===== src/verilog/cif_pkg.sv =====
// Shared constants for the converter interrupt flag block
package cif_pkg;
   // Register byte offsets on the internal register port
   localparam logic [7:0] CIF_OFS_TOP = 8'h18;
   localparam logic [7:0] CIF_OFS_REG01 = 8'h19;
   localparam logic [7:0] CIF_OFS_REG23 = 8'h1a;
   localparam logic [7:0] CIF_OFS_THERM = 8'h1b;
   // Reset value shared by all four registers
   localparam logic [7:0] CIF_RST_VAL = 8'h00;
   localparam int CIF_DW = 8;
   // Top register field positions
   localparam int CIF_B_SUM3 = 7;
   localparam int CIF_B_SUM0 = 4;
   localparam int CIF_B_TSD = 3;
   localparam int CIF_B_TWARN = 2;
   localparam int CIF_B_RSTREG = 1;
   localparam int CIF_B_LOAD = 0;
   // Regulator 0/1 register field positions
   localparam int CIF_B_R1_ILIM = 4;
   localparam int CIF_B_R0_PG = 2;
   localparam int CIF_B_R0_SC = 1;
   localparam int CIF_B_R0_ILIM = 0;
   // Regulator 2/3 register field positions
   localparam int CIF_B_R3_ILIM = 4;
   localparam int CIF_B_R2_ILIM = 0;
   // Thermal live status positions
   localparam int CIF_B_TSD_LIVE = 3;
   localparam int CIF_B_TWARN_LIVE = 2;
   // Writable flag masks, reserved bits excluded
   localparam logic [7:0] CIF_TOP_W1C = 8'h0f;
   localparam logic [7:0] CIF_REG01_W1C = 8'h17;
   localparam logic [7:0] CIF_REG23_W1C = 8'h11;
   // Synchronised event inputs
   localparam int CIF_EV_TSD = 0;
   localparam int CIF_EV_TWARN = 1;
   localparam int CIF_EV_SUPLOW = 2;
   localparam int CIF_EV_RSTPIN = 3;
   localparam int CIF_EV_PG = 4;
   localparam int CIF_EV_ABOVE = 5;
   localparam int CIF_EV_ILIM0 = 6;
   localparam int CIF_NUM_EV = 10;
   localparam int CIF_NUM_REG = 4;
   // Start-up short window
   localparam int CIF_CLK_MHZ = 50;
   localparam int CIF_SHORT_WIN_US = 1000;
   localparam int CIF_SHORT_WIN_CYC = CIF_SHORT_WIN_US * CIF_CLK_MHZ;
endpackage


===== src/verilog/cif_evt_if.sv =====
// Carrier of raw and synchronised analog event levels
`timescale 1ns/1ps
interface cif_evt_if #(parameter int N = cif_pkg::CIF_NUM_EV);
   logic [N-1:0] raw; // Asynchronous comparator levels
   logic [N-1:0] level; // Levels after two flops
   logic [N-1:0] rise; // One-cycle rising edge pulses
   modport sync_side (input raw, output level, rise);
   modport user_side (output raw, input level, rise);
endinterface


===== src/verilog/cif_event_sync.sv =====
// Two-flop synchronisers with rising edge detection per event
`timescale 1ns/1ps
module cif_event_sync #(
   parameter int N = cif_pkg::CIF_NUM_EV
) (
   // Clock and control
   input wire logic sys_clk,
   input wire logic rst,
   input wire logic clk_en,
   // Event carrier
   cif_evt_if.sync_side evt
);
   import cif_pkg::*;
   genvar i;
   generate
      for (i = 0; i < N; i++)
      begin : g_ev
         logic s1; // First stage, read by s2 only
         logic s2; // Settled level
         logic s3; // Previous settled level
         // Synchroniser chain, frozen with the clock enable
         always_ff @(posedge sys_clk)
         begin
            if (rst)
            begin
               s1 <= 1'b0;
               s2 <= 1'b0;
               s3 <= 1'b0;
            end
            else if (clk_en)
            begin
               s1 <= evt.raw[i];
               s2 <= s1;
               s3 <= s2;
            end
         end
         // Edge only looks at settled stages
         assign evt.level[i] = s2;
         assign evt.rise[i] = s2 & ~s3;
      end
   endgenerate
endmodule // cif_event_sync


===== src/verilog/cif_flags.sv =====
// Interrupt flag registers of the four-phase step-down converter
`timescale 1ns/1ps
module cif_flags #(
   parameter int SHORT_WIN_CYC = cif_pkg::CIF_SHORT_WIN_CYC
) (
   // Clock, reset, enable
   input wire logic sys_clk,
   input wire logic rst,
   input wire logic clk_en,
   // Register port from the serial interface engine
   input wire logic [7:0] reg_addr,
   input wire logic reg_wr,
   input wire logic [cif_pkg::CIF_DW-1:0] reg_wdata,
   input wire logic reg_rd,
   output logic [cif_pkg::CIF_DW-1:0] reg_rdata,
   // Asynchronous analog comparator levels
   input wire logic thermal_shutdown_cmp,
   input wire logic thermal_warning_cmp,
   input wire logic analog_supply_low,
   input wire logic chip_reset_pin,
   input wire logic regulator0_pg_cmp,
   input wire logic regulator0_above_short_cmp,
   input wire logic [cif_pkg::CIF_NUM_REG-1:0] current_limit_cmp,
   // Same-clock requests and masks
   input wire logic load_measure_done,
   input wire logic software_reset_request,
   input wire logic regulator_enable_request,
   input wire logic [cif_pkg::CIF_DW-1:0] top_mask,
   input wire logic [cif_pkg::CIF_DW-1:0] regulator01_mask,
   input wire logic [cif_pkg::CIF_DW-1:0] regulator23_mask,
   // Results
   output logic regulator_enable,
   output logic register_restore,
   output logic host_interrupt
);
   import cif_pkg::*;

   // Event synchroniser
   cif_evt_if #(.N(CIF_NUM_EV)) evt ();
   assign evt.raw = {current_limit_cmp, regulator0_above_short_cmp, regulator0_pg_cmp,
                     chip_reset_pin, analog_supply_low, thermal_warning_cmp,
                     thermal_shutdown_cmp};
   cif_event_sync #(.N(CIF_NUM_EV)) u_sync (
      .sys_clk(sys_clk),
      .rst(rst),
      .clk_en(clk_en),
      .evt(evt)
   );

   localparam int TW = $clog2(SHORT_WIN_CYC + 1);
   localparam logic [TW-1:0] WIN_END = TW'(SHORT_WIN_CYC);

   logic [CIF_DW-1:0] top_flags; // Latched low nibble of top register
   logic [CIF_DW-1:0] reg01_flags; // Regulator 0/1 flags
   logic [CIF_DW-1:0] reg23_flags; // Regulator 2/3 flags
   logic [CIF_NUM_REG-1:0] summary; // Per-regulator pending
   logic [CIF_DW-1:0] top_view; // Top register as read
   logic [CIF_DW-1:0] therm_view; // Thermal live as read
   logic [CIF_DW-1:0] top_set; // Set terms, top
   logic [CIF_DW-1:0] reg01_set; // Set terms, regulator 0/1
   logic [CIF_DW-1:0] reg23_set; // Set terms, regulator 2/3
   logic [CIF_DW-1:0] top_clr; // Clear terms, top
   logic [CIF_DW-1:0] reg01_clr; // Clear terms, regulator 0/1
   logic [CIF_DW-1:0] reg23_clr; // Clear terms, regulator 2/3
   logic reset_event; // Any of the three reset causes
   logic reached; // Output passed short threshold since enable
   logic [TW-1:0] win_cnt; // Start-up window counter
   logic short_now; // Short condition this cycle

   // Summary bits derive from group contents, never stored
   assign summary[0] = |reg01_flags[CIF_B_R0_PG:CIF_B_R0_ILIM];
   assign summary[1] = reg01_flags[CIF_B_R1_ILIM];
   assign summary[2] = reg23_flags[CIF_B_R2_ILIM];
   assign summary[3] = reg23_flags[CIF_B_R3_ILIM];
   assign top_view = {summary, top_flags[CIF_B_TSD:CIF_B_LOAD]};

   // Live comparator state, unlatched
   always_comb
   begin
      therm_view = CIF_RST_VAL;
      therm_view[CIF_B_TSD_LIVE] = evt.level[CIF_EV_TSD];
      therm_view[CIF_B_TWARN_LIVE] = evt.level[CIF_EV_TWARN];
   end

   // Pin rise, supply drop or software request all restart the device
   assign reset_event = evt.rise[CIF_EV_RSTPIN] | evt.rise[CIF_EV_SUPLOW]
                        | software_reset_request;

   // Short: drop after reaching, or never reaching within the window
   assign short_now = regulator_enable & ~evt.level[CIF_EV_ABOVE]
                      & (reached | (win_cnt == WIN_END));

   // Event set terms
   always_comb
   begin
      top_set = CIF_RST_VAL;
      reg01_set = CIF_RST_VAL;
      reg23_set = CIF_RST_VAL;
      top_set[CIF_B_TSD] = evt.rise[CIF_EV_TSD];
      top_set[CIF_B_TWARN] = evt.rise[CIF_EV_TWARN];
      top_set[CIF_B_LOAD] = load_measure_done;
      reg01_set[CIF_B_R0_PG] = evt.rise[CIF_EV_PG];
      reg01_set[CIF_B_R0_SC] = short_now;
      // Level sets: flag records that the limit has been active
      reg01_set[CIF_B_R0_ILIM] = evt.level[CIF_EV_ILIM0];
      reg01_set[CIF_B_R1_ILIM] = evt.level[CIF_EV_ILIM0 + 1];
      reg23_set[CIF_B_R2_ILIM] = evt.level[CIF_EV_ILIM0 + 2];
      reg23_set[CIF_B_R3_ILIM] = evt.level[CIF_EV_ILIM0 + 3];
   end

   // Write-one clears; zeros and reserved bits have no effect
   always_comb
   begin
      top_clr = CIF_RST_VAL;
      reg01_clr = CIF_RST_VAL;
      reg23_clr = CIF_RST_VAL;
      if (reg_wr && reg_addr == CIF_OFS_TOP)
      begin
         top_clr = reg_wdata & CIF_TOP_W1C;
      end
      if (reg_wr && reg_addr == CIF_OFS_REG01)
      begin
         reg01_clr = reg_wdata & CIF_REG01_W1C;
      end
      if (reg_wr && reg_addr == CIF_OFS_REG23)
      begin
         reg23_clr = reg_wdata & CIF_REG23_W1C;
      end
   end

   // Top flags; reset event wipes the rest and leaves its own flag
   always_ff @(posedge sys_clk)
   begin
      if (rst)
      begin
         top_flags <= CIF_RST_VAL;
      end
      else if (clk_en)
      begin
         if (reset_event)
         begin
            top_flags <= CIF_RST_VAL;
            top_flags[CIF_B_RSTREG] <= 1'b1;
         end
         else
         begin
            // Set applied after clear so a same-cycle event survives
            top_flags <= (top_flags & ~top_clr) | top_set;
         end
      end
   end

   // Regulator flag registers
   always_ff @(posedge sys_clk)
   begin
      if (rst)
      begin
         reg01_flags <= CIF_RST_VAL;
         reg23_flags <= CIF_RST_VAL;
      end
      else if (clk_en)
      begin
         if (reset_event)
         begin
            // Defaults restored along with the other registers
            reg01_flags <= CIF_RST_VAL;
            reg23_flags <= CIF_RST_VAL;
         end
         else
         begin
            reg01_flags <= (reg01_flags & ~reg01_clr) | reg01_set;
            reg23_flags <= (reg23_flags & ~reg23_clr) | reg23_set;
         end
      end
   end

   // Regulator enable gate; shutdown latch overrides the request
   always_ff @(posedge sys_clk)
   begin
      if (rst)
      begin
         regulator_enable <= 1'b0;
      end
      else if (clk_en)
      begin
         if (reset_event || top_set[CIF_B_TSD] || top_flags[CIF_B_TSD])
         begin
            regulator_enable <= 1'b0;
         end
         else
         begin
            regulator_enable <= regulator_enable_request;
         end
      end
   end

   // Start-up window counter and threshold-reached memory
   always_ff @(posedge sys_clk)
   begin
      if (rst)
      begin
         win_cnt <= '0;
         reached <= 1'b0;
      end
      else if (clk_en)
      begin
         if (!regulator_enable)
         begin
            // Re-armed on every enable
            win_cnt <= '0;
            reached <= 1'b0;
         end
         else
         begin
            if (win_cnt != WIN_END)
            begin
               win_cnt <= win_cnt + TW'(1);
            end
            if (evt.level[CIF_EV_ABOVE])
            begin
               reached <= 1'b1;
            end
         end
      end
   end

   // Restore strobe to the rest of the register file, one cycle
   always_ff @(posedge sys_clk)
   begin
      if (rst)
      begin
         register_restore <= 1'b0;
      end
      else if (clk_en)
      begin
         register_restore <= reset_event;
      end
   end

   // Read data registered; unmapped offsets read zero
   always_ff @(posedge sys_clk)
   begin
      if (rst)
      begin
         reg_rdata <= CIF_RST_VAL;
      end
      else if (clk_en && reg_rd)
      begin
         unique case (reg_addr)
            CIF_OFS_TOP: reg_rdata <= top_view;
            CIF_OFS_REG01: reg_rdata <= reg01_flags;
            CIF_OFS_REG23: reg_rdata <= reg23_flags;
            CIF_OFS_THERM: reg_rdata <= therm_view;
            default: reg_rdata <= CIF_RST_VAL;
         endcase
      end
   end

   // Mask gates only the interrupt line, flags latch regardless
   always_ff @(posedge sys_clk)
   begin
      if (rst)
      begin
         host_interrupt <= 1'b0;
      end
      else if (clk_en)
      begin
         host_interrupt <= |(top_flags & CIF_TOP_W1C & ~top_mask)
                           | |(reg01_flags & ~regulator01_mask)
                           | |(reg23_flags & ~regulator23_mask);
      end
   end
endmodule // cif_flags


===== config.mk =====
export PLATFORM = sky130hd
export DESIGN_NAME = cif_flags
export DESIGN_NICKNAME = d
export VERILOG_FILES = /design/src/verilog/cif_pkg.sv /design/src/verilog/cif_evt_if.sv /design/src/verilog/cif_event_sync.sv /design/src/verilog/cif_flags.sv
export SDC_FILE = /design/constraint.sdc
export NUM_CORES = 1
export LEC_CHECK = 0
export CAP_MARGIN = 10
export CORE_MARGIN = 3
export CORE_UTILIZATION = 52
export CTS_BUF_LIST = sky130_fd_sc_hd__clkbuf_16
export DETAILED_ROUTE_END_ITERATION = 8
export DONT_BUFFER_PORTS = 1
export PLACE_DENSITY = 0.64
export SLEW_MARGIN = 20
export SYNTH_ARGS = -nofsm -noshare
export SYNTH_HDL_FRONTEND = slang
export SYNTH_SLANG_ARGS = --single-unit

===== constraint.sdc =====
create_clock -name sys_clk -period 4 [get_ports sys_clk]
set_input_delay 0.6 -clock sys_clk [delete_from_list [all_inputs] [get_ports sys_clk]]
set_output_delay 0.6 -clock sys_clk [all_outputs]
set_load 0.03 [all_outputs]

# After elaboration in Yosys (flattened, before gate mapping)
# Cells that the tools add are included.
dict set report classes {
  addsub 1
  mul 0
  div_mod_pow 0
  magnitude_cmp 0
  n_eq_ne 8
  shifts 0
  muxes 12
  bitwise 33
  reduce_logical 12
}
# op n
set ops {}
lappend ops {{inverter 8 bit} 6}
lappend ops {{bitwise AND 8 bit} 5}
lappend ops {{== test 8 x 5 -> 1 bit, second input constant} 4}
lappend ops {{2-to-1 mux 16 bit} 2}
lappend ops {{case mux 8 bit (4 select lines)} 1}
lappend ops {{2-to-1 mux 8 bit} 3}
lappend ops {{OR reduction 8 bit} 3}
lappend ops {{adder 16 x 1 -> 16 bit, second input constant} 1}
lappend ops {{== test 16 bit, second input constant} 1}
lappend ops {{inequality test 16 bit, second input constant} 1}
lappend ops {{bitwise OR 8 x 5 -> 8 bit} 2}
lappend ops {{2-to-1 mux 5 bit} 2}
lappend ops {{bitwise AND 4 x 8 -> 8 bit} 1}
lappend ops {{bitwise OR 8 x 4 -> 8 bit} 1}
lappend ops {{bitwise AND 1 bit} 7}
lappend ops {{inverter 1 bit} 6}
lappend ops {{bitwise OR 1 bit} 5}
lappend ops {{logical AND 1 bit} 4}
lappend ops {{2-to-1 mux 4 bit} 1}
lappend ops {{inequality test 2 x 1 -> 1 bit, second input constant} 2}
lappend ops {{AND reduction 2 bit} 2}
lappend ops {{2-to-1 mux 1 bit} 3}
lappend ops {{OR reduction 3 bit} 1}
lappend ops {{logical OR 1 bit} 2}
dict set report word_totals {
  regBits 77
  latchBits 0
  mem_bits_rw 0
  romBits 0
  in_bits 58
  out_inout_bits 11
  word_cells 100
  mem_count 0
}

# Depth between registers and ports, before layout
dict set report logic_depth {
  depth_word 7
  ltp_mapped 6
  ltp_nobuf 6
}

# Modules after synthesis
# From an unflattened synthesis, not the netlist that was laid out.
dict set report unflattened {
  cells_unflattened 345
  area_unflattened_um2 3175.5
}
# module instances cells_each area_each_um2 seq_area_each_um2
set modules_own_cells {}
lappend modules_own_cells {cif_flags 1 228 1941.9 760.7}
lappend modules_own_cells {cif_event_sync 1 117 1233.7 600.6}

# Worst setup path after synthesis
# Ideal clock, no wire load.
dict set report synth_path {
  kind {input to register}
  from {input reg_addr[7]}
  to {register top_flags[2]}
  setup_time_ps 117
  t_arrival_ps 1915
  required_ps 3883
  setup_slack_ps 1967
  cell_stages 5
  n_path_buf 1
  path_cell_list {or4b_1 -> nor2_1 -> buf_2 -> nand3_1 -> a32o_1}
}
dict set report synth_between {
  elab_chain_cells 7
}
# item line_no
set synth_lines {}
lappend synth_lines {{from (decl)} cif_flags.sv:11} ;# input wire logic [7:0] reg_addr,
lappend synth_lines {{== test 8 x 5 -> 1 bit} cif_flags.sv:117} ;# if (reg_wr && reg_addr == CIF_OFS_TOP)
lappend synth_lines {{logical AND 1 bit} cif_flags.sv:117}
lappend synth_lines {{2-to-1 mux 4 bit} cif_flags.sv:117}
lappend synth_lines {{inverter 8 bit} cif_flags.sv:148} ;# top_flags <= (top_flags & ~top_clr) | top_set;
lappend synth_lines {{bitwise AND 8 bit} cif_flags.sv:148}
lappend synth_lines {{bitwise OR 8 x 4 -> 8 bit} cif_flags.sv:148}
lappend synth_lines {{2-to-1 mux 8 bit} cif_flags.sv:140} ;# if (reset_event)
lappend synth_lines {{to (signal assigned)} cif_flags.sv:148}
lappend synth_lines {{to (decl)} cif_flags.sv:53} ;# logic [CIF_DW-1:0] top_flags;
# No other way between the ends.
# A chain may end at the register's enable or synchronous reset.

# Worst setup path after layout
dict set report layout_path {
  from {input reg_addr[7]}
  to {register reg01_flags[0]}
}
dict set report layout_between {
  elab_chain_cells 7
}
# item line_no
set layout_lines {}
lappend layout_lines {{== test 8 x 5 -> 1 bit} cif_flags.sv:121} ;# if (reg_wr && reg_addr == CIF_OFS_REG01)
lappend layout_lines {{logical AND 1 bit} cif_flags.sv:121}
lappend layout_lines {{2-to-1 mux 5 bit} cif_flags.sv:121}
lappend layout_lines {{inverter 8 bit} cif_flags.sv:171} ;# reg01_flags <= (reg01_flags & ~reg01_clr) | reg01_set;
lappend layout_lines {{bitwise AND 8 bit} cif_flags.sv:171}
lappend layout_lines {{bitwise OR 8 x 5 -> 8 bit} cif_flags.sv:171}
lappend layout_lines {{2-to-1 mux 8 bit} cif_flags.sv:163} ;# if (reset_event)
lappend layout_lines {{to (signal assigned)} cif_flags.sv:171}
lappend layout_lines {{to (decl)} cif_flags.sv:54} ;# logic [CIF_DW-1:0] reg01_flags;
# No other way between the ends.

==> results.toml <==
[status]
status = "finished, final reports clean"

[synthesis]
async_flop_share = 0
ys_seq_area_frac = 0.449
avgSynthCellArea_um2 = 8.89
syn_area_um2 = 2810
synth_cell_type_count = 44
synth_nets = 376
synth-seq-cells = 63
syn-instance-count = 316
synth_edf_count = 0
ys.flop_type = "dfxtp_1"
ys_warn_count = 0

[clocking]
cts_buffers = 9
cts_tree = "done"
cts.sinks = 63
ctsResizeCount = 0
clk_path_buf_depth = 2
cts-root-buf = "clkbuf_16"
h-tree-depth = 3
hold_buffers = 0
path_clk_slew_ns = 0.05
cts.repair_timing.setup_buffer_count = 0
clkLatencyLatePin_ns = 0.32

[setup_path]
startpoint_type = "primary input"
crit_slowest_cell = "nor2_1"
required_ns = 4.21
arrival_ns = 2.31
path_max_fanout = 14
path_class = "in2reg"
end_kind = "flip-flop"
critPathMaxStageDelay_ns = 0.66
crit_chain = "or4b_1 > nor2_1 > nand4_1 > a32o_1"

[sta]
period_needed_ns = 2.10
slew_viol_final = 0
max_freq_ghz = 0.476
setup_viol = 0
whs_ns = 0.352
final.setup.tns_ns = 0
worstMarginPinSlew_ns = 0.840
skew_ns = 0.00478
hold_violations = 0
slew_headroom = 0.438
timing.final.ws_setup_ns = 1.90
fin_crit_sh = 0.525
rsz0062_at_grt = "no"

[floorplanning]
core_area_um2 = 5170
die_w_um = 79.5
start_util = 0.543
rows = 26
io_pins = 69
die_h_um = 79.5
dieArea_um2 = 6320

[place]
dpl_worst_slack_ns = 1.61
dpl.hpwl_um = 4080
port_buffers = 0
gp_congestion = 0.826

[finish]
final_common_cell = "dfxtp_1"
num-fill-cells = 456
drive_gt1_frac = 0.0538
fin_nets = 371
area_growth_pct = 10.3
layout_common_cells = "dfxtp_1 (63), nor2_1 (43), mux2i_1 (28), inv_1 (19), nand2_1 (19)"
fin_util = 0.599

[grt]
grt-ovfl-total = 0
grt_max_degree = 50
grt_usage = 0.197
grt_pass1_vias = 2000
antenna_found_initial = 2
grt_pass1_wl_um = 9680

[detailed_routing]
drt-vias-per-instance = 5.67
drcViolationCount = 0
wl_um = 5910
vias = 2200
drtPass1Iterations = 4
drt-wirelength-per-cell_um = 15.2
first_iter_violations = 136
detail-route-antenna-nets = 0

[pwr]
power_density_nw_per_um2 = 441
ir_drop_uv = 297
p_leak_uw = 0.00115

[worst_hold_path]
hold_path_class = "in2reg"

[run]
max-cap-violations = 0
critical path, delay by kind of cell:
family | cells | cell delay, ns
AND/OR/NAND/NOR | 3 | 1.40
AO/OA/AOI/OAI | 1 | 0.30
final cells by class:
type | count | area, µm² | area share
multi-input combinational | 219 | 1420 | 0.458
sequential | 63 | 1260 | 0.407
clock buffer | 9 | 225 | 0.0727
tap | 70 | 87.6 | 0.0283
inverter | 18 | 67.6 | 0.0218
clock inverter | 7 | 31.3 | 0.0101
antenna | 2 | 5.00 | 0.00162
final timing paths:
check / from / end / slack [ns] / cells past startpoint
setup reg to reg: win_cnt[2]$_SDFFE_PP0P_ / reg01_flags[1]$_SDFFE_PP0P_ / 2.11 / 4
setup / recovery: reg_addr[7] / reg01_flags[0]$_SDFFE_PP0P_ / 1.90 / 4
hold reg to reg: reached$_SDFFE_PP0P_ / reached$_SDFFE_PP0P_ / 0.47 / 2
hold / removal: rst / u_sync.g_ev[3].s2$_SDFFE_PP0P_ / 0.35 / 1
layer usage:
metal | vias to the layer above | track usage | part of all wire
met5 | - | 0 | 0
met4 | 0 | 0.0911 | 0.019
met3 | 11 | 0.0609 | 0.072
met2 | 60 | 0.286 | 0.44
met1 | 1014 | 0.265 | 0.47
li1 | 1115 | - | -
power by group:
| part | internal (µW) | total, µW | switching [µW] |
|---|---|---|---|
| Sequential | 644 | 659 | 15.2 |
| Combinational | 25.9 | 52.5 | 26.6 |
| Clock | 406 | 655 | 249 |
kinds of logic (layout without fill, tap and decap cells):
| group | after synthesis | in the layout | synth area share |
|---|---|---|---|
| compound gates | 44 | 44 | 0.108 |
| buf+inv | 34 | 34 | 0.0468 |
| other cells | 0 | 2 | 0 |
| xor+xnor | 11 | 11 | 0.0343 |
| simple gates | 134 | 134 | 0.253 |
| mux | 28 | 28 | 0.0998 |
| fa+ha+maj | 2 | 2 | 0.00891 |
| flops | 63 | 63 | 0.449 |
cell usage after synthesis (4+ instances only):
master | count | area [µm²]
and3_1 | 5 | 31.3
nor3_1 | 4 | 20.0
or3_1 | 4 | 25.0
dfxtp_1 | 63 | 1260
nor2_1 | 43 | 161
nand4_1 | 12 | 75.1
clkbuf_1 | 11 | 41.3
o21ai_0 | 7 | 35.0
xnor2_1 | 7 | 61.3
inv_1 | 18 | 67.6
nor2b_1 | 8 | 50.1
a21oi_1 | 13 | 65.1
xor2_1 | 4 | 35.0
nor4_1 | 7 | 43.8
nand3_1 | 15 | 75.1
mux2i_1 | 28 | 280
a32o_1 | 8 | 80.1
nand2_1 | 19 | 71.3
state kept, by name, summed over array words and instances, names as in the netlist:
name              count
win_cnt              16
u_sync.g_ev.s1       10
u_sync.g_ev.s2       10
reg_rdata             8
u_sync.g_ev.s3        5
reg01_flags           4
top_flags             4
reg23_flags           2
host_interrupt        1
reached               1
register_restore      1
regulator_enable      1
stage by stage:
stage	cells	area [µm²]	power, µW
finish	388	3100	1370
global route	388	3100	1420
CTS	386	3090	1380
detailed placement	370	2840	724
global placement	370	2830	722
floorplan	316	2810	727
(Power assumes the default switching activity.)
